<file path="config.mk">
export PLATFORM = sky130hd
export DESIGN_NAME = sss_supervisor
export DESIGN_NICKNAME = d
export VERILOG_FILES = /design/src/rtl/sss_channel.v /design/src/rtl/sss_supervisor.v
export VERILOG_INCLUDE_DIRS = /design/src /design/src/rtl
export SDC_FILE = /design/constraint.sdc
export NUM_CORES = 1
export LEC_CHECK = 0
export BUFFER_PORTS_ARGS = -buffer_cell sky130_fd_sc_hd__buf_2
export CAP_MARGIN = 0
export CORE_MARGIN = 3
export CORE_UTILIZATION = 40
export DETAILED_ROUTE_END_ITERATION = 10
export GPL_TIMING_DRIVEN = 0
export PLACE_DENSITY_LB_ADDON = 0.2
export SETUP_SLACK_MARGIN = 0.05
export SLEW_MARGIN = 20
export SYNTH_ARGS = -nofsm -noshare
export SYNTH_HDL_FRONTEND = slang
export SYNTH_SLANG_ARGS = --single-unit
export TNS_END_PERCENT = 10
</file>
<file path="constraint.sdc">
create_clock -name core_clk_in -period 4 [get_ports core_clk_in]
set_clock_uncertainty 0.1 [all_clocks]
set_input_delay 0.2 -clock core_clk_in [delete_from_list [all_inputs] [get_ports core_clk_in]]
set_output_delay 0.2 -clock core_clk_in [all_outputs]
set_load 0.005 [all_outputs]
</file>
<file path="src/rtl/sss_defines.vh">
`ifndef SSS_DEFINES_VH
`define SSS_DEFINES_VH

// Register indices
`define SSS_ADDR_OV_CODE 8'h01
`define SSS_ADDR_UV_CODE 8'h02
`define SSS_ADDR_PRI_TIME 8'h07
`define SSS_ADDR_WAKE_TIME 8'h08
`define SSS_ADDR_RST_TIME 8'h09
`define SSS_ADDR_FAULT 8'h0a

// Field positions
`define SSS_HOLD_LSB 0
`define SSS_DELAY_LSB 3
`define SSS_FAULT_OVER 0
`define SSS_FAULT_UNDER 1
`define SSS_FAULT_WAKE 2

// Reset values
`define SSS_CODE4_RST 4'h0
`define SSS_CODE3_RST 3'h0

// Timing: one time-base tick is 0.01 ms
`define SSS_CLK_PERIOD_NS 50
`define SSS_TICK_NS 10000
`define SSS_TICK_CYCLES (`SSS_TICK_NS / `SSS_CLK_PERIOD_NS)
`define SSS_GLITCH_TICKS 3
`define SSS_WARN_TICKS 10
`define SSS_CNT_W 18

// Channel sequencer states
`define SSS_ST_IDLE 3'h0
`define SSS_ST_GLITCH 3'h1
`define SSS_ST_DELAY 3'h2
`define SSS_ST_ACTIVE 3'h3
`define SSS_ST_HOLD 3'h4

`endif

</file>
<file path="src/rtl/sss_channel.v">
`include "sss_defines.vh"
`default_nettype none

module sss_channel #(
  parameter CNT_W = `SSS_CNT_W
) (
  input wire core_clk_in,
  input wire rst_in,
  input wire tick_in,
  input wire fault_in,
  input wire [CNT_W-1:0] glitch_ticks_in,
  input wire [CNT_W-1:0] warn_ticks_in,
  input wire [CNT_W-1:0] delay_ticks_in,
  input wire [CNT_W-1:0] hold_ticks_in,
  output reg warn_out,
  output reg active_out,
  output reg trip_out
);

localparam ST_IDLE = `SSS_ST_IDLE;
localparam ST_GLITCH = `SSS_ST_GLITCH;
localparam ST_DELAY = `SSS_ST_DELAY;
localparam ST_ACTIVE = `SSS_ST_ACTIVE;
localparam ST_HOLD = `SSS_ST_HOLD;

reg [2:0] state_reg;
reg [2:0] state_next;
reg [CNT_W-1:0] cnt_reg;
reg [CNT_W-1:0] cnt_next;
wire [CNT_W-1:0] cnt_inc;

assign cnt_inc = tick_in ? cnt_reg + {{(CNT_W-1){1'b0}}, 1'b1} : cnt_reg;

always @* begin
  state_next = state_reg;
  cnt_next = cnt_inc;
  case (state_reg)
    ST_IDLE: begin
      cnt_next = {CNT_W{1'b0}};
      if (fault_in) begin
        state_next = ST_GLITCH;
      end
    end
    ST_GLITCH: begin
      if (!fault_in) begin
        state_next = ST_IDLE;
      end else if (cnt_inc >= glitch_ticks_in) begin
        state_next = ST_DELAY;
        cnt_next = {CNT_W{1'b0}};
      end
    end
    ST_DELAY: begin
      if (!fault_in) begin
        state_next = ST_IDLE;
      end else if (cnt_inc >= delay_ticks_in) begin
        state_next = ST_ACTIVE;
      end
    end
    ST_ACTIVE: begin
      cnt_next = {CNT_W{1'b0}};
      if (!fault_in) begin
        state_next = ST_HOLD;
      end
    end
    ST_HOLD: begin
      if (fault_in) begin
        state_next = ST_ACTIVE;
        cnt_next = {CNT_W{1'b0}};
      end else if (cnt_inc >= hold_ticks_in) begin
        state_next = ST_IDLE;
      end
    end
    default: begin
      state_next = ST_IDLE;
      cnt_next = {CNT_W{1'b0}};
    end
  endcase
end

always @(posedge core_clk_in) begin
  if (rst_in) begin
    state_reg <= ST_IDLE;
    cnt_reg <= {CNT_W{1'b0}};
    warn_out <= 1'b0;
    active_out <= 1'b0;
    trip_out <= 1'b0;
  end else begin
    state_reg <= state_next;
    cnt_reg <= cnt_next;
    active_out <= (state_next == ST_ACTIVE) || (state_next == ST_HOLD);
    warn_out <= ((state_next == ST_DELAY) && (cnt_next >= warn_ticks_in))
      || (state_next == ST_ACTIVE) || (state_next == ST_HOLD);
    trip_out <= (state_reg == ST_DELAY) && (state_next == ST_ACTIVE);
  end
end

endmodule // sss_channel

`default_nettype wire

</file>
<file path="src/rtl/sss_supervisor.v">
// What this block does
// - Decode every 3-bit timing code into a duration from its table.
// - After reset all timing codes are 000: primary 200 ms hold, 1200 ms delay; wake 10 ms hold, 100 ms delay.
// - Four-bit overvoltage code at 0x01, undervoltage code at 0x02.
// - Keep shutdown low for the hold time after input returns within limits.
// - Delay shutdown assertion until the programmed delay has counted out.
// - Ignore excursions shorter than the glitch rejection interval.
// - Primary faults drive reset with the same delay and hold as shutdown.
// - Record over or under cause in the fault register on shutdown.
// - Warning output goes low before shutdown asserts when the programmed delay exceeds the warning delay, otherwise with it.
// - Warning after its fixed delay; shutdown after programmed delay.
// - High-voltage channels drive shutdown and reset; low rails reset only.
// - Watchdog and manual reset inputs also assert reset.
// - Manual reset overrides every other reset source.
// - After reset, threshold codes select 18.00 V and 8.43 V limits.
// - Default code for both the overvoltage and undervoltage thresholds of the primary channel is 0000.
`include "sss_defines.vh"
`default_nettype none

module sss_supervisor #(
  parameter TICK_CYCLES = `SSS_TICK_CYCLES,
  parameter GLITCH_TICKS = `SSS_GLITCH_TICKS,
  parameter WARN_TICKS = `SSS_WARN_TICKS
) (
  input wire core_clk_in,
  input wire rst_in,
  input wire reg_wr_in,
  input wire reg_rd_in,
  input wire [7:0] reg_addr_in,
  input wire [7:0] reg_wdata_in,
  input wire over_limit_in,
  input wire under_limit_in,
  input wire wake_off_in,
  input wire low_rail_a_fault_in,
  input wire low_rail_b_fault_in,
  input wire watchdog_expired_in,
  input wire manual_reset_n_in,
  output reg [7:0] reg_rdata_out,
  output reg reg_rd_valid_out,
  output reg [3:0] over_limit_code_out,
  output reg [3:0] under_limit_code_out,
  output reg [`SSS_CNT_W-1:0] watchdog_timeout_out,
  output reg shutdown_n_out,
  output reg shutdown_warning_n_out,
  output reg reset_n_out
);

localparam CW = `SSS_CNT_W;
localparam integer TICK_LAST_I = TICK_CYCLES - 1;
localparam integer GLITCH_I = GLITCH_TICKS;
localparam integer WARN_I = WARN_TICKS;
localparam [15:0] TICK_LAST = TICK_LAST_I[15:0];
localparam [CW-1:0] GLITCH_T = GLITCH_I[CW-1:0];
localparam [CW-1:0] WARN_T = WARN_I[CW-1:0];
localparam [CW-1:0] CNT_ONE = {{(CW-1){1'b0}}, 1'b1};

////////////////////////////////////////////////////////////////////////////
// Timing tables, in 0.01 ms ticks

function [CW-1:0] pri_hold;
  input [2:0] code;
  begin
    case (code)
      3'h0: pri_hold = 18'h4e20;
      3'h1: pri_hold = 18'h3a98;
      3'h2: pri_hold = 18'h2710;
      3'h3: pri_hold = 18'h1f40;
      3'h4: pri_hold = 18'h1770;
      3'h5: pri_hold = 18'h0fa0;
      3'h6: pri_hold = 18'h07d0;
      default: pri_hold = 18'h0007;
    endcase
  end
endfunction

function [CW-1:0] pri_delay;
  input [2:0] code;
  begin
    case (code)
      3'h0: pri_delay = 18'h1_d4c0;
      3'h1: pri_delay = 18'h1_86a0;
      3'h2: pri_delay = 18'h1_3880;
      3'h3: pri_delay = 18'h9c40;
      3'h4: pri_delay = 18'h4e20;
      3'h5: pri_delay = 18'h2710;
      3'h6: pri_delay = 18'h1388;
      default: pri_delay = 18'h0007;
    endcase
  end
endfunction

function [CW-1:0] wake_hold;
  input [2:0] code;
  begin
    case (code)
      3'h0: wake_hold = 18'h03e8;
      3'h1: wake_hold = 18'h07d0;
      3'h2: wake_hold = 18'h0bb8;
      3'h3: wake_hold = 18'h0fa0;
      3'h4: wake_hold = 18'h1388;
      3'h5: wake_hold = 18'h2710;
      3'h6: wake_hold = 18'h4e20;
      default: wake_hold = 18'h0007;
    endcase
  end
endfunction

function [CW-1:0] wake_delay;
  input [2:0] code;
  begin
    case (code)
      3'h0: wake_delay = 18'h2710;
      3'h1: wake_delay = 18'h1388;
      3'h2: wake_delay = 18'h4e20;
      3'h3: wake_delay = 18'h9c40;
      3'h4: wake_delay = 18'h1_3880;
      3'h5: wake_delay = 18'h1_86a0;
      3'h6: wake_delay = 18'h1_d4c0;
      default: wake_delay = 18'h0007;
    endcase
  end
endfunction

function [CW-1:0] rst_hold;
  input [2:0] code;
  begin
    case (code)
      3'h0: rst_hold = 18'h4e20;
      3'h1: rst_hold = 18'h3a98;
      3'h2: rst_hold = 18'h2710;
      3'h3: rst_hold = 18'h1388;
      3'h4: rst_hold = 18'h0bb8;
      3'h5: rst_hold = 18'h05dc;
      3'h6: rst_hold = 18'h0064;
      default: rst_hold = 18'h000a;
    endcase
  end
endfunction

function [CW-1:0] wd_time;
  input [2:0] code;
  begin
    case (code)
      3'h0: wd_time = 18'h2_49f0;
      3'h1: wd_time = 18'h3_0d40;
      3'h2: wd_time = 18'h1_e848;
      3'h3: wd_time = 18'h1_86a0;
      3'h4: wd_time = 18'h1_24f8;
      3'h5: wd_time = 18'hc350;
      3'h6: wd_time = 18'h61a8;
      default: wd_time = 18'h2710;
    endcase
  end
endfunction

////////////////////////////////////////////////////////////////////////////
// Registers

reg [5:0] pri_time_reg;
reg [5:0] wake_time_reg;
reg [5:0] rst_time_reg;
reg [2:0] fault_reg;
reg [2:0] fault_next;
reg [7:0] rdata_next;
wire pri_trip;
wire wake_trip;
wire fault_rd;

assign fault_rd = reg_rd_in && (reg_addr_in == `SSS_ADDR_FAULT);

always @* begin
  if (reg_addr_in == `SSS_ADDR_OV_CODE) begin
    rdata_next = {4'h0, over_limit_code_out};
  end else if (reg_addr_in == `SSS_ADDR_UV_CODE) begin
    rdata_next = {4'h0, under_limit_code_out};
  end else if (reg_addr_in == `SSS_ADDR_PRI_TIME) begin
    rdata_next = {2'h0, pri_time_reg};
  end else if (reg_addr_in == `SSS_ADDR_WAKE_TIME) begin
    rdata_next = {2'h0, wake_time_reg};
  end else if (reg_addr_in == `SSS_ADDR_RST_TIME) begin
    rdata_next = {2'h0, rst_time_reg};
  end else if (reg_addr_in == `SSS_ADDR_FAULT) begin
    rdata_next = {5'h00, fault_reg};
  end else begin
    rdata_next = 8'h00;
  end
end

// cause capture, set wins over read clear
always @* begin
  fault_next = fault_rd ? 3'h0 : fault_reg;
  if (pri_trip) begin
    fault_next[`SSS_FAULT_OVER] = fault_next[`SSS_FAULT_OVER] | over_limit_in;
    fault_next[`SSS_FAULT_UNDER] = fault_next[`SSS_FAULT_UNDER]
      | under_limit_in;
  end
  if (wake_trip) begin
    fault_next[`SSS_FAULT_WAKE] = 1'b1;
  end
end

always @(posedge core_clk_in) begin
  if (rst_in) begin
    over_limit_code_out <= `SSS_CODE4_RST;
    under_limit_code_out <= `SSS_CODE4_RST;
    pri_time_reg <= {`SSS_CODE3_RST, `SSS_CODE3_RST};
    wake_time_reg <= {`SSS_CODE3_RST, `SSS_CODE3_RST};
    rst_time_reg <= {`SSS_CODE3_RST, `SSS_CODE3_RST};
    fault_reg <= 3'h0;
    reg_rdata_out <= 8'h00;
    reg_rd_valid_out <= 1'b0;
  end else begin
    fault_reg <= fault_next;
    reg_rd_valid_out <= reg_rd_in;
    if (reg_rd_in) begin
      reg_rdata_out <= rdata_next;
    end
    if (reg_wr_in) begin
      if (reg_addr_in == `SSS_ADDR_OV_CODE) begin
        over_limit_code_out <= reg_wdata_in[3:0];
      end else if (reg_addr_in == `SSS_ADDR_UV_CODE) begin
        under_limit_code_out <= reg_wdata_in[3:0];
      end else if (reg_addr_in == `SSS_ADDR_PRI_TIME) begin
        pri_time_reg <= reg_wdata_in[5:0];
      end else if (reg_addr_in == `SSS_ADDR_WAKE_TIME) begin
        wake_time_reg <= reg_wdata_in[5:0];
      end else if (reg_addr_in == `SSS_ADDR_RST_TIME) begin
        rst_time_reg <= reg_wdata_in[5:0];
      end
    end
  end
end

////////////////////////////////////////////////////////////////////////////
// Time base and channels

reg [15:0] tick_cnt_reg;
reg tick_reg;
wire pri_fault;
wire pri_warn;
wire pri_active;
wire wake_warn;
wire wake_active;

always @(posedge core_clk_in) begin
  if (rst_in) begin
    tick_cnt_reg <= 16'h0000;
    tick_reg <= 1'b0;
  end else if (tick_cnt_reg == TICK_LAST) begin
    tick_cnt_reg <= 16'h0000;
    tick_reg <= 1'b1;
  end else begin
    tick_cnt_reg <= tick_cnt_reg + 16'h0001;
    tick_reg <= 1'b0;
  end
end

assign pri_fault = over_limit_in | under_limit_in;

sss_channel #(.CNT_W(CW)) u_pri (
  .core_clk_in(core_clk_in),
  .rst_in(rst_in),
  .tick_in(tick_reg),
  .fault_in(pri_fault),
  .glitch_ticks_in(GLITCH_T),
  .warn_ticks_in(WARN_T),
  .delay_ticks_in(pri_delay(pri_time_reg[`SSS_DELAY_LSB +: 3])),
  .hold_ticks_in(pri_hold(pri_time_reg[`SSS_HOLD_LSB +: 3])),
  .warn_out(pri_warn),
  .active_out(pri_active),
  .trip_out(pri_trip)
);

sss_channel #(.CNT_W(CW)) u_wake (
  .core_clk_in(core_clk_in),
  .rst_in(rst_in),
  .tick_in(tick_reg),
  .fault_in(wake_off_in),
  .glitch_ticks_in(GLITCH_T),
  .warn_ticks_in(WARN_T),
  .delay_ticks_in(wake_delay(wake_time_reg[`SSS_DELAY_LSB +: 3])),
  .hold_ticks_in(wake_hold(wake_time_reg[`SSS_HOLD_LSB +: 3])),
  .warn_out(wake_warn),
  .active_out(wake_active),
  .trip_out(wake_trip)
);

////////////////////////////////////////////////////////////////////////////
// Reset-only sources with reset hold

reg [CW-1:0] rhold_cnt_reg;
reg rail_rst_reg;
wire rail_src;
wire [CW-1:0] rhold_ticks;

// low rails and watchdog reach reset only
assign rail_src = low_rail_a_fault_in | low_rail_b_fault_in
  | watchdog_expired_in;
assign rhold_ticks = rst_hold(rst_time_reg[`SSS_HOLD_LSB +: 3]);

always @(posedge core_clk_in) begin
  if (rst_in) begin
    rhold_cnt_reg <= {CW{1'b0}};
    rail_rst_reg <= 1'b0;
  end else if (rail_src) begin
    rhold_cnt_reg <= {CW{1'b0}};
    rail_rst_reg <= 1'b1;
  end else if (rail_rst_reg && tick_reg) begin
    rhold_cnt_reg <= rhold_cnt_reg + CNT_ONE;
    if (rhold_cnt_reg + CNT_ONE >= rhold_ticks) begin
      rail_rst_reg <= 1'b0;
    end
  end
end

////////////////////////////////////////////////////////////////////////////
// Outputs

always @(posedge core_clk_in) begin
  if (rst_in) begin
    shutdown_n_out <= 1'b1;
    shutdown_warning_n_out <= 1'b1;
    reset_n_out <= 1'b0;
    watchdog_timeout_out <= {CW{1'b0}};
  end else begin
    watchdog_timeout_out <= wd_time(rst_time_reg[`SSS_DELAY_LSB +: 3]);
    shutdown_n_out <= ~(pri_active | wake_active);
    shutdown_warning_n_out <= ~(pri_warn | wake_warn);
    if (!manual_reset_n_in) begin
      reset_n_out <= 1'b0;
    end else begin
      reset_n_out <= ~(pri_active | wake_active | rail_rst_reg);
    end
  end
end

endmodule // sss_supervisor

`default_nettype wire

</file>
# ---- Word-level counts from Yosys, hierarchy flattened
# Cells that the tools add are included.
dict set report classes {
  n_addsub 4
  n_lt_le_gt_ge 9
  eq_ne 57
  muxes 47
  n_bitwise 16
  n_reduce_logical 32
}
# cell count
set ops {}
lappend ops {{$pmux W15 S7} 3}
lappend ops {{$pmux W17 S7} 2}
lappend ops {{$mux W18} 8}
lappend ops {{$pmux W18 S7} 1}
lappend ops {{$pmux W18 S3} 2}
lappend ops {{$eq A3 B3 Y1 const B} 22}
lappend ops {{$eq A3 B2 Y1 const B} 20}
lappend ops {{$add A18 B1 Y18 const B} 3}
lappend ops {{$mux W3} 18}
lappend ops {{$ge A18 B15 Y1} 2}
lappend ops {{$ge A18 B17 Y1} 2}
lappend ops {{$ge A18 B2 Y1 const B} 2}
lappend ops {{$ge A18 B4 Y1 const B} 2}
lappend ops {{$mux W6} 5}
lappend ops {{$pmux W3 S5} 2}
lappend ops {{$eq A3 B1 Y1 const B} 8}
lappend ops {{$eq A8 B4 Y1 const B} 3}
lappend ops {{$logic_not A3 Y1} 8}
lappend ops {{$ge A18 B18 Y1} 1}
lappend ops {{$add A16 B1 Y16 const B} 1}
lappend ops {{$eq A16 B8 Y1 const B} 1}
lappend ops {{$eq A8 B1 Y1 const B} 1}
lappend ops {{$eq A8 B2 Y1 const B} 1}
lappend ops {{$eq A8 B3 Y1 const B} 1}
lappend ops {{13 further kinds} 46}
dict set report word_totals {
  reg_bits 143
  input_bits 27
  output_inout_bits 38
  elab_cells 192
}

# ---- Depth between registers and ports, before layout
# Gate-level depths: netlist of the first run.
dict set report depth {
  ltp_word 10
  mapped_depth 15
  mapped_depth_nobuf 14
}

# ---- Hierarchy
# Synthesis of the first run repeated with hierarchy kept, for this count alone.
dict set report hier_totals {
  cells_unflattened 1407
  hier_area_um2 11035.6
}
# module instances cells_per_inst area_per_inst_um2 seq_area_each_um2
set modules_own_cells {}
lappend modules_own_cells {sss_supervisor 1 606 4872.2 1761.7}
lappend modules_own_cells {{sss_channel (u_wake)} 1 406 3099.2 480.5}
lappend modules_own_cells {{sss_channel (u_pri)} 1 395 3064.2 480.5}

# ---- Least setup slack after synthesis of the first run
# OpenSTA, ideal clock, no wires.
dict set report synth_path {
  kind {reg2reg}
  start {register rhold_cnt_reg[0]}
  end {register rail_rst_reg}
  setup_ps 92
  arrival_ps 3238
  required_time_ps 3808
  setup_slack_ps 570
  path_stages_with_launch 14
  n_path_buf 1
  synth_period_minus_slack_ps 3430
  cell_sequence {dfxtp_1 > ha_1 > nand3_1 > or2_2 > clkbuf_1 > nor3_1 > xor2_1 > ha_1 > o21a_1 > o21a_1 > o21ai_0 > a21oi_1 > or4b_2 > o32ai_1}
}
dict set report synth_between {
  elab_chain_len 4
}
# item line_no
set synth_lines {}
lappend synth_lines {{start: declaration} sss_supervisor.v:291} ;# reg [CW-1:0] rhold_cnt_reg;
lappend synth_lines {{start signal: assignment} sss_supervisor.v:303} ;# rhold_cnt_reg <= {CW{1'b0}};
lappend synth_lines {{start signal: assignment} sss_supervisor.v:306} ;# rhold_cnt_reg <= {CW{1'b0}};
lappend synth_lines {{start signal: assignment} sss_supervisor.v:309} ;# rhold_cnt_reg <= rhold_cnt_reg + CNT_ONE;
lappend synth_lines {{$add A18 B1 Y18} sss_supervisor.v:310} ;# if (rhold_cnt_reg + CNT_ONE >= rhold_ticks) begin
lappend synth_lines {{$ge A18 B18 Y1} sss_supervisor.v:310}
lappend synth_lines {{$reduce_bool A2 Y1 (no line)} --}
lappend synth_lines {{$reduce_and A2 Y1 (no line)} --}
lappend synth_lines {{end signal: assignment} sss_supervisor.v:304} ;# rail_rst_reg <= 1'b0;
lappend synth_lines {{end signal: assignment} sss_supervisor.v:307} ;# rail_rst_reg <= 1'b1;
lappend synth_lines {{end signal: assignment} sss_supervisor.v:311} ;# rail_rst_reg <= 1'b0;
lappend synth_lines {{end: declaration} sss_supervisor.v:292} ;# reg rail_rst_reg;
# No other way between the ends.
# A chain may end at the register's enable or synchronous reset.

# ---- Worst setup path after layout of the first run
dict set report layout_path {
  start {register u_wake.cnt_reg[4]}
  end {register u_wake.active_out}
}
dict set report layout_between {
  elab_chain_len 8
  elab_cells_between_ends 15
  classes_between {1 x add/sub; 3 x order compare; 2 x eq/ne; 8 x mux; 1 x reduce/logical}
}
# item line_no
set layout_lines {}
lappend layout_lines {{start: declaration} sss_channel.v:28} ;# reg [CNT_W-1:0] cnt_reg;
lappend layout_lines {{start signal: assignment} sss_channel.v:83} ;# cnt_reg <= {CNT_W{1'b0}};
lappend layout_lines {{start signal: assignment} sss_channel.v:89} ;# cnt_reg <= cnt_next;
lappend layout_lines {{$add A18 B1 Y18} sss_channel.v:32} ;# assign cnt_inc = tick_in ? cnt_reg + {{(CNT_W-1){1'b0}}, 1'b1} : cnt_reg;
lappend layout_lines {{$mux W18 (*)} sss_channel.v:32}
lappend layout_lines {{$ge A18 B15 Y1, or another cell as far along} sss_channel.v:69} ;# end else if (cnt_inc >= hold_ticks_in) begin
lappend layout_lines {{$mux W3, on equally long branches} {sss_channel.v:69, sss_channel.v:47, sss_channel.v:55}}
lappend layout_lines {{$mux W3, on equally long branches} {sss_channel.v:66, sss_channel.v:45, sss_channel.v:53}}
lappend layout_lines {{$pmux W3 S5 (*)} sss_channel.v:37} ;# case (state_reg)
lappend layout_lines {{$eq A3 B2 Y1 or $eq A3 B3 Y1 (tied branches)} sss_channel.v:90} ;# active_out <= (state_next == ST_ACTIVE) || (state_next == ST_HOLD);
lappend layout_lines {{$logic_or A1 B1 Y1 (*)} sss_channel.v:90}
lappend layout_lines {{end signal: assignment} sss_channel.v:90}
lappend layout_lines {{end: declaration} sss_channel.v:16} ;# output reg active_out,
# Every way passes the cells marked *; elsewhere a longest branch is shown, timed or not.

==> flow_summary.toml, run 1 <==
[outcome]
status = "finished, final reports clean"

[setup_path]
startpoint_type = "flip-flop"
cp.required_ps = 4180
startpoint = "u_wake.cnt_reg[4]"
path_class = "flip-flop to flip-flop"
r2r-end = "u_wake.active_out"
r2r_start = "u_wake.cnt_reg[4]"
r2r_slack_ps = 340
crit_arrival_ps = 3840
crit_path_max_fanout = 10
endpoint = "u_wake.active_out"
worst-r2r-cell-count = 14
end_kind = "flip-flop"

[yosys]
ys.flop_type = "dfxtp_1"
synthTopCellsByCount = "dfxtp_1, nor2_1, nand2_1"
synth.avg_cell_area_um2 = 8.051
syn_area_mm2 = 0.008671
synth-seq-area-share = 0.3140
synth_async_sr_flop_share = 0
synth.area.top_cells = "dfxtp_1, ha_1, nor2_1"
yosys_register_bits = 136
yosysTopAreaCellShare = 0.3140
synth-edff-count = 0
synth_most_common_cell = "dfxtp_1"
yosys_warnings = 0
yosysTopAreaCell = "dfxtp_1"
synth_cell_types = 71
syn_inst = 1077

[pwr]
internal_power_mw = 2.289
p_sw_mw = 0.7078
p_sw_frac = 0.2361
p_clk_frac = 0.501
pwr-share-seq = 0.459
p_per_area_mw_per_mm2 = 298.8
p_comb_frac = 0.040
vdd_ir_drop_max_mv = 0.2614
power.total_mw = 2.997
leakagePower_nw = 4.322

[die]
die_h_um = 153.2
num_rows = 53
core-area_mm2 = 0.02115
die_area_mm2 = 0.02348
pin_count = 65
die_w_um = 153.2
start_util = 0.4099

[sta]
hold_violations = 0
final-setup-viol-count = 0
rsz0062_at_grt = "no"
fin_tns_setup_ps = 0
hold_slack_ps = 15.78
worst_pin_slew_ps = 711.9
period_minus_slack_ps = 3655
fmax_ghz = 0.2736
finalCritPeriodShare = 0.9138
slew_headroom = 0.5222
setup_ws_ps = 345.0
report.final.slew_viol_count = 0

[global_routing]
first_global_vias = 7368
grt_max_degree = 17
grt_pass1_wl_um = 36610
antenna_found_initial = 0
grtUsageTotal = 0.1878
grt_overflow = 0

[cells_and_area]
drive_gt1_frac = 0.1154
fin_nets = 1272
antennaDiodeCount = 0
area_growth_pct = 15.69
multi_input_area_mm2 = 0.005610
fill_cells = 2081
seqCellArea_mm2 = 0.002724
finalInstanceArea_mm2 = 0.01003

[route]
antenna_left = 0
via_per_inst = 5.244
drcViolationCount = 0
firstDrtPassIters = 5
wl_um = 21780
wl_per_cell_um = 14.98
initialDrtViolationCount = 457
via_count = 7625

[hold_path]
hp-class = "input pin to flip-flop"

[placement]
dp_slack_ps = 75.35
io_buffers = 54
placed_area_mm2 = 0.009304
gp_congestion = 0.8275
dp_hpwl_um = 16840

[cts]
clkLatencyLatePin_ps = 420
cts_buffer_depth = 2
ctsHtreeMaxLevel = 4
root_buffer = "clkbuf_16"
cts_buffers = 17
cts_tree = "built"
clock_sinks = 136
path_clk_slew_ps = 60

[run]
drv_cap = 0
logic make-up (layout without fill, tap and decap cells):
| group | Yosys count | in the layout | share of synthesized area |
|---|---|---|---|
| buffers and inverters | 98 | 195 | 0.04690 |
| other | 1 | 6 | 0.0004325 |
| adders and majority gates | 81 | 81 | 0.1163 |
| DFF | 136 | 136 | 0.3140 |
| AOI/OAI and AO/OA | 185 | 185 | 0.1391 |
| xor gates and xnor gates | 83 | 83 | 0.08384 |
| and+or+nand+nor | 464 | 464 | 0.2652 |
| muxes | 29 | 29 | 0.03420 |
cell usage in the layout (no fill, tap or decap), drive strengths merged, types with 11 or more instances in the layout:
| cell | count |
|---|---|
| a211oi | 14 |
| a21o | 14 |
| a21oi | 50 |
| and3 | 16 |
| buf | 70 |
| clkbuf | 62 |
| dfxtp | 136 |
| ha | 79 |
| inv | 40 |
| mux2i | 24 |
| nand2 | 104 |
| nand2b | 14 |
| nand3 | 52 |
| nand4 | 25 |
| nor2 | 133 |
| nor2b | 31 |
| nor3 | 24 |
| o21ai | 43 |
| or2 | 11 |
| or3 | 13 |
| xnor2 | 38 |
| xor2 | 45 |
metrics by stage:
stage	cells	utilization
global route	1454	0.4742
global placement	1411	0.4398
detailed placement	1411	0.4398
CTS	1453	0.4716
floorplan	1082	-
finish	1454	0.4742
worst min path at each step:
stage	cells past startpoint	from	end	slack, ps
floorplan	1	manual_reset_n_in	reset_n_out	220
global placement	2	manual_reset_n_in	reset_n_out	310
detailed placement	2	manual_reset_n_in	reset_n_out	310
CTS	3	reg_wdata_in[4]	pri_time_reg[4]	3
global route	3	reg_wdata_in[4]	pri_time_reg[4]	20
finish	3	reg_wdata_in[4]	pri_time_reg[4]	20
worst max-delay path, cell delays in order (launching register included):
cell and delay [ps]:
dfxtp_1 310, buf_2 170, nand4_1 160, clkbuf_1 260
nor3_1 420, xor2_2 310, ha_1 300, nand4_1 110
o22ai_1 80, a211o_1 260, a21oi_1 250, maj3_1 260
nor4_2 60, nor3_1 300, o21ai_0 130
routing by layer:
layer | wire length [um] | share of wire | vias to the layer above | GRT usage
met5 | 0 | 0 | - | 0
met4 | 255 | 0.012 | 0 | 0.04667
met3 | 1000 | 0.046 | 21 | 0.03822
met2 | 9210 | 0.42 | 146 | 0.2870
met1 | 11310 | 0.52 | 3507 | 0.2717
li1 | - | - | 3951 | -
power by group through the flow:
| stage | combinational [mW] | clock, mW | sequential, mW |
|---|---|---|---|
| 4_1_cts | 0.121 | 1.54 | 1.38 |
| 2_1_floorplan | 0.0635 | 0 | 1.40 |
| 3_3_place_gp | 0.113 | 0 | 1.41 |
| 6_report | 0.120 | 1.50 | 1.38 |
| 3_5_place_dp | 0.113 | 0 | 1.41 |
| 5_1_grt | 0.135 | 1.59 | 1.38 |
timing repair:
action | 4_1_cts | 5_1_grt
setup endpoints to repair | 1 | 9
hold endpoints to repair | 12 | 0
setup buffers | 0 | 2
resized for setup | 1 | 10
hold buffers | 10 | 0
gates cloned | 0 | 0
pin swaps | 0 | 1
area by class of cell:
type / instances / area share
Multi-Input combinational cell: 848 / 0.5593
Sequential cell: 136 / 0.2715
Clock buffer: 18 / 0.04378
Timing Repair Buffer: 66 / 0.03842
Tap cell: 275 / 0.03430
Buffer: 58 / 0.02557
Inverter: 39 / 0.01459
Clock inverter: 14 / 0.01247
Power figures use the tool's default switching activity.
==> run 2, diff against run 1 <==
==> constraint.sdc (replaced) <==
create_clock -name core_clk_in -period 4 [get_ports core_clk_in]
set_clock_uncertainty 0.1 [all_clocks]
set_input_delay 0.4 -clock core_clk_in [delete_from_list [all_inputs] [get_ports core_clk_in]]
set_output_delay 0.4 -clock core_clk_in [all_outputs]
set_load 0.02 [all_outputs]
==> run 2 against run 1 <==
Core utilization decreased by 0.47 points. Largest cell class unchanged. Non-clock buffer count shrank 10. Wire length decreased by 0.45%. Worst setup slack improved by 5.0 ps. Sequential share of layout area grew 0.27 points. Highest routed layer is now met5.
==> flow_summary.toml, run 2 (same netlist as run 1, synthesis figures left out) <==
[cts]
ctsHtreeMaxLevel = 4
cts_buffer_depth = 2
root_buffer = "clkbuf_16"
clkLatencyLatePin_ps = 420
cts_buffers = 17
cts_tree = "built"
path_clk_slew_ps = 60
clock_sinks = 136
ctsHoldBuffers = 0

[setup_path]
startpoint_type = "flip-flop"
path_class = "flip-flop to flip-flop"
cp.required_ps = 4230
end_kind = "flip-flop"
crit_path_max_fanout = 5
r2r_start = "rhold_cnt_reg[1]"
crit_arrival_ps = 3880
startpoint = "rhold_cnt_reg[1]"

[pwr]
internal_power_mw = 2.284
p_comb_frac = 0.042
p_clk_frac = 0.500
pwr-share-seq = 0.458
p_sw_frac = 0.2392
leakagePower_nw = 4.278
power.total_mw = 3.002
p_per_area_mw_per_mm2 = 302.3
p_sw_mw = 0.7181
vdd_ir_drop_max_mv = 0.2612

[global_routing]
antenna_found_initial = 2
grt_overflow = 0
grtUsageTotal = 0.1875
grt_pass1_wl_um = 36520
first_global_vias = 7334
grt_max_degree = 17

[route]
via_count = 7631
firstDrtPassIters = 7
wl_um = 21680
initialDrtViolationCount = 425
wl_per_cell_um = 15.01
antenna_left = 0
drcViolationCount = 0
via_per_inst = 5.285

[cells_and_area]
fin_nets = 1262
area_growth_pct = 14.53
finalInstanceArea_mm2 = 0.009931
final_cell_mix = "dfxtp_1, nor2_1, nand2_1, ha_1, buf_2"
final_util = 0.4695
layout_commonest_cell = "dfxtp_1"
stdcell_count = 1444
drive_gt1_frac = 0.1163
antennaDiodeCount = 0

[placement]
gp_congestion = 0.8275
io_buffers = 54
placed_cells = 1411
placed_area_mm2 = 0.009304
dp_hpwl_um = 16840
dp_slack_ps = 75.35

[hold_path]
holdCritStartpoint = "manual_reset_n_in"
hp-class = "input pin to flip-flop"

[sta]
finalCritPeriodShare = 0.9125
setup_ws_ps = 349.9
slew_headroom = 0.4484
worst_pin_slew_ps = 806.5
final-setup-viol-count = 0
report.final.slew_viol_count = 0
hold_violations = 0
hold_slack_ps = 77.35
rsz0062_at_grt = "no"
period_minus_slack_ps = 3650
fmax_ghz = 0.2740
fin_tns_setup_ps = 0

[die]
die_area_mm2 = 0.02348
core-area_mm2 = 0.02115
die_h_um = 153.2
num_rows = 53
start_util = 0.4099
die_w_um = 153.2
pin_count = 65

[run]
drv_cap = 0

[outcome]
status = "finished, final reports clean"
## run 2: power groups by stage
stage                     sequential, mW  combinational [mW]  clock (mW)
after floorplan                     1.41              0.0680           0
after global placement              1.41               0.127           0
after detailed placement            1.41               0.127           0
after CTS                           1.38               0.127        1.54
after global routing                1.38               0.140        1.59
final                               1.38               0.126        1.50
## run 2: per-layer routing
metal | GRT usage | share of wire | vias to the layer above
met5 | 0 | 0.0010 | -
met4 | 0.04667 | 0.012 | 4
met3 | 0.04105 | 0.054 | 25
met2 | 0.2854 | 0.42 | 162
met1 | 0.2705 | 0.51 | 3497
li1 | - | - | 3943
## run 2: worst max-delay path: stages (launching register included)
cell and delay, ps:
dfxtp_1 380, ha_1 230, nand3_1 160, or2_2 330, clkbuf_1 180, nor3_4 250
xor2_1 210, ha_1 270, a21o_1 180, a211oi_1 290, a21oi_1 110, or4b_2 600
o32ai_1 270
## run 2: timing repair
action / CTS / global route
pin swaps: 0 / 1
buffers inserted: 0 / 2
endpoints found under the setup margin: 1 / 9
resized for setup: 1 / 10
## run 2: layout make-up
cell class / instances / area (um2)
fillers: 2088 / 11220
multi-input cells: 848 / 5610
flip-flops and latches: 136 / 2724
clock buffers: 18 / 439.2
well taps: 275 / 344.1
repair buffers: 56 / 285.3
plain buffers: 58 / 256.5
inverters: 39 / 146.4
clock inverters: 14 / 125.1
## run 2: worst paths after layout
check | to | slack (ps) | cells after the start
setup / recovery | rail_rst_reg | 350 | 12
hold / removal | reset_n_out | 80 | 2
hold reg to reg | tick_cnt_reg[0] | 350 | 1
setup reg to reg | rail_rst_reg | 350 | 12
==> run 3, diff against run 2 <==
- CORE_UTILIZATION: 40 -> 43
==> run 3 against run 2 <==
Final cell count down 0.76%. Core utilization up 3.9 points. Non-clock buffer count down 1. Register-to-register slack worse by 110 ps. Worst setup slack worse by 110 ps. Wire length down 0.45%. Clock power up 18%. Fmax down 2.9%. First-iteration DRC count down 10%. Sequential share of layout area down 0.20 points. Critical path type unchanged. Highest routed layer unchanged.
==> flow_summary.toml, run 3 (same netlist as run 1, synthesis figures left out) <==
[setup_path]
worstPathCellList = "buf_2, and3_1, clkbuf_1, nand4_2, nor2_1, xor2_2, ha_1, nand2_1, o21ai_1, a41oi_1, or3_1, a21oi_1, a211oi_1, or3_1, o311ai_0"
cpPeakStageDelay_ps = 380
startpoint_type = "flip-flop"
slowest_stage = "or3_1"
startpoint = "tick_reg"
path_class = "flip-flop to flip-flop"
end_kind = "flip-flop"
crit_arrival_ps = 3960
cp_common_cell = "or3_1"
crit_family = "simple AND/OR/NAND/NOR gates"
r2r_start = "tick_reg"
critPathBufInv = 2
cp.required_ps = 4200
crit_path_max_fanout = 10

[die]
pin_count = 65
die_area_mm2 = 0.02190
die_h_um = 148
start_util = 0.4412
die_w_um = 148
core-area_mm2 = 0.01965
num_rows = 51

[global_routing]
grtUsageTotal = 0.2003
first_global_vias = 7242
grt_max_degree = 17
grt_pass1_wl_um = 35910
grt_overflow = 0
antenna_found_initial = 2

[cells_and_area]
fill_cells = 1990
layout_commonest_cell = "dfxtp_1"
fin_nets = 1261
seqCellArea_mm2 = 0.002723
drive_gt1_frac = 0.1122
antennaDiodeCount = 0
area_growth_pct = 15.32
final_cell_mix = "dfxtp_1, nor2_1, nand2_1, ha_1, buf_2"
multi_input_area_mm2 = 0.005598

[cts]
cts_buffers = 17
ctsHtreeMaxLevel = 4
cts_buffer_depth = 2
clkLatencyLatePin_ps = 420
cts_tree = "built"
ctsHoldBuffers = 0
root_buffer = "clkbuf_16"
clock_sinks = 136
path_clk_slew_ps = 60

[route]
wl_um = 21580
drcViolationCount = 0
initialDrtViolationCount = 381
via_count = 7651
antenna_left = 0
firstDrtPassIters = 4
via_per_inst = 5.339
wl_per_cell_um = 15.06

[sta]
finalCritPeriodShare = 0.9395
rsz0062_at_grt = "yes"
period_minus_slack_ps = 3758
fmax_ghz = 0.2661
worst_pin_slew_ps = 864.7
hold_violations = 0
fin_tns_setup_ps = 0
slew_headroom = 0.4196
final-setup-viol-count = 0
report.final.slew_viol_count = 0

[outcome]
status = "finished, final reports clean"

[placement]
io_buffers = 54
gp_congestion = 0.8527
dp_hpwl_um = 16620

[hold_path]
hp-class = "input pin to flip-flop"
holdCritStartpoint = "manual_reset_n_in"

[pwr]
power.total_mw = 3.271
vdd_ir_drop_max_mv = 0.2763
p_per_area_mw_per_mm2 = 327.1
leakagePower_nw = 4.325

[run]
drv_cap = 0
==> run 3: cell count changes in the layout (fill, tap and decap cells not counted), sizes merged <==
cell / change
bufinv: +4
buf: -2
inv: -1
clkinv: -4
clkbuf: +4
clkinvlp: -2
==> run 3: per-stage QoR <==
stage                     area, um2  utilization  cells  hold WS [ps]  setup slack, ps
after floorplan                8690            -   1082         288.2            570.2
after global placement         9291       0.4728   1401         297.6            58.91
after detailed placement       9291       0.4728   1401         300.8            18.01
after CTS                      9963       0.5069   1433         74.90            82.97
after global routing          10000       0.5088   1433         82.60           -2.312
final                         10000       0.5088   1433         88.45            242.1
==> run 3: path summary, 6_finish.rpt <==
kind                                          endpoint  slack, ps  depth (start not counted)
worst max-delay path                    u_pri.warn_out        240                         15
worst min-delay path                       reset_n_out         90                          2
worst max register to register          u_pri.warn_out        240                         15
worst min register to register  shutdown_warning_n_out        310                          1
==> run 3: what timing repair did <==
item / in CTS / in global routing
endpoints found under the setup margin: 2 / 8
endpoints found under the hold margin: 0 / 0
setup buffers: 0 / 0
pin swaps: 0 / 0
gates resized for setup: 1 / 7
==> run 3: per-layer routing <==
layer,up-vias,routed length (um),GRT usage,part of all wire
li1,3932,-,-,-
met5,-,27,0,0.0013
met2,149,9414,0.3156,0.44
met4,4,206,0.04249,0.0095
met1,3543,10690,0.2772,0.50
met3,23,1243,0.05334,0.058
==> run 3: report_power, final <==
group	switching [mW]	total, mW	internal, mW	leakage [nW]
registers	0.00880	1.38	1.37	1.10
logic	0.0831	0.127	0.0435	2.89
clock network	0.595	1.77	1.17	0.329
total	0.687	3.27	2.58	4.33
==> run 3: worst register-to-register path: cells and delay by family, from the launching register on <==
kind,cells,cell delay [ps]
AO/OA/AOI/OAI,5,750
AND/OR/NAND/NOR,6,1520
buffers and inverters,2,480
flip-flops,1,310
XOR/XNOR,1,140
adder cells (fa/ha/maj),1,350
==> run 3: cell type report <==
type | count | area share
tap | 265 | 0.03316
timing repair buffer | 54 | 0.02703
buffer | 59 | 0.02603
inverter | 39 | 0.01464
multi-input combinational | 848 | 0.5598
clock inverter | 11 | 0.01902
sequential | 136 | 0.2723
clock buffer | 21 | 0.04805
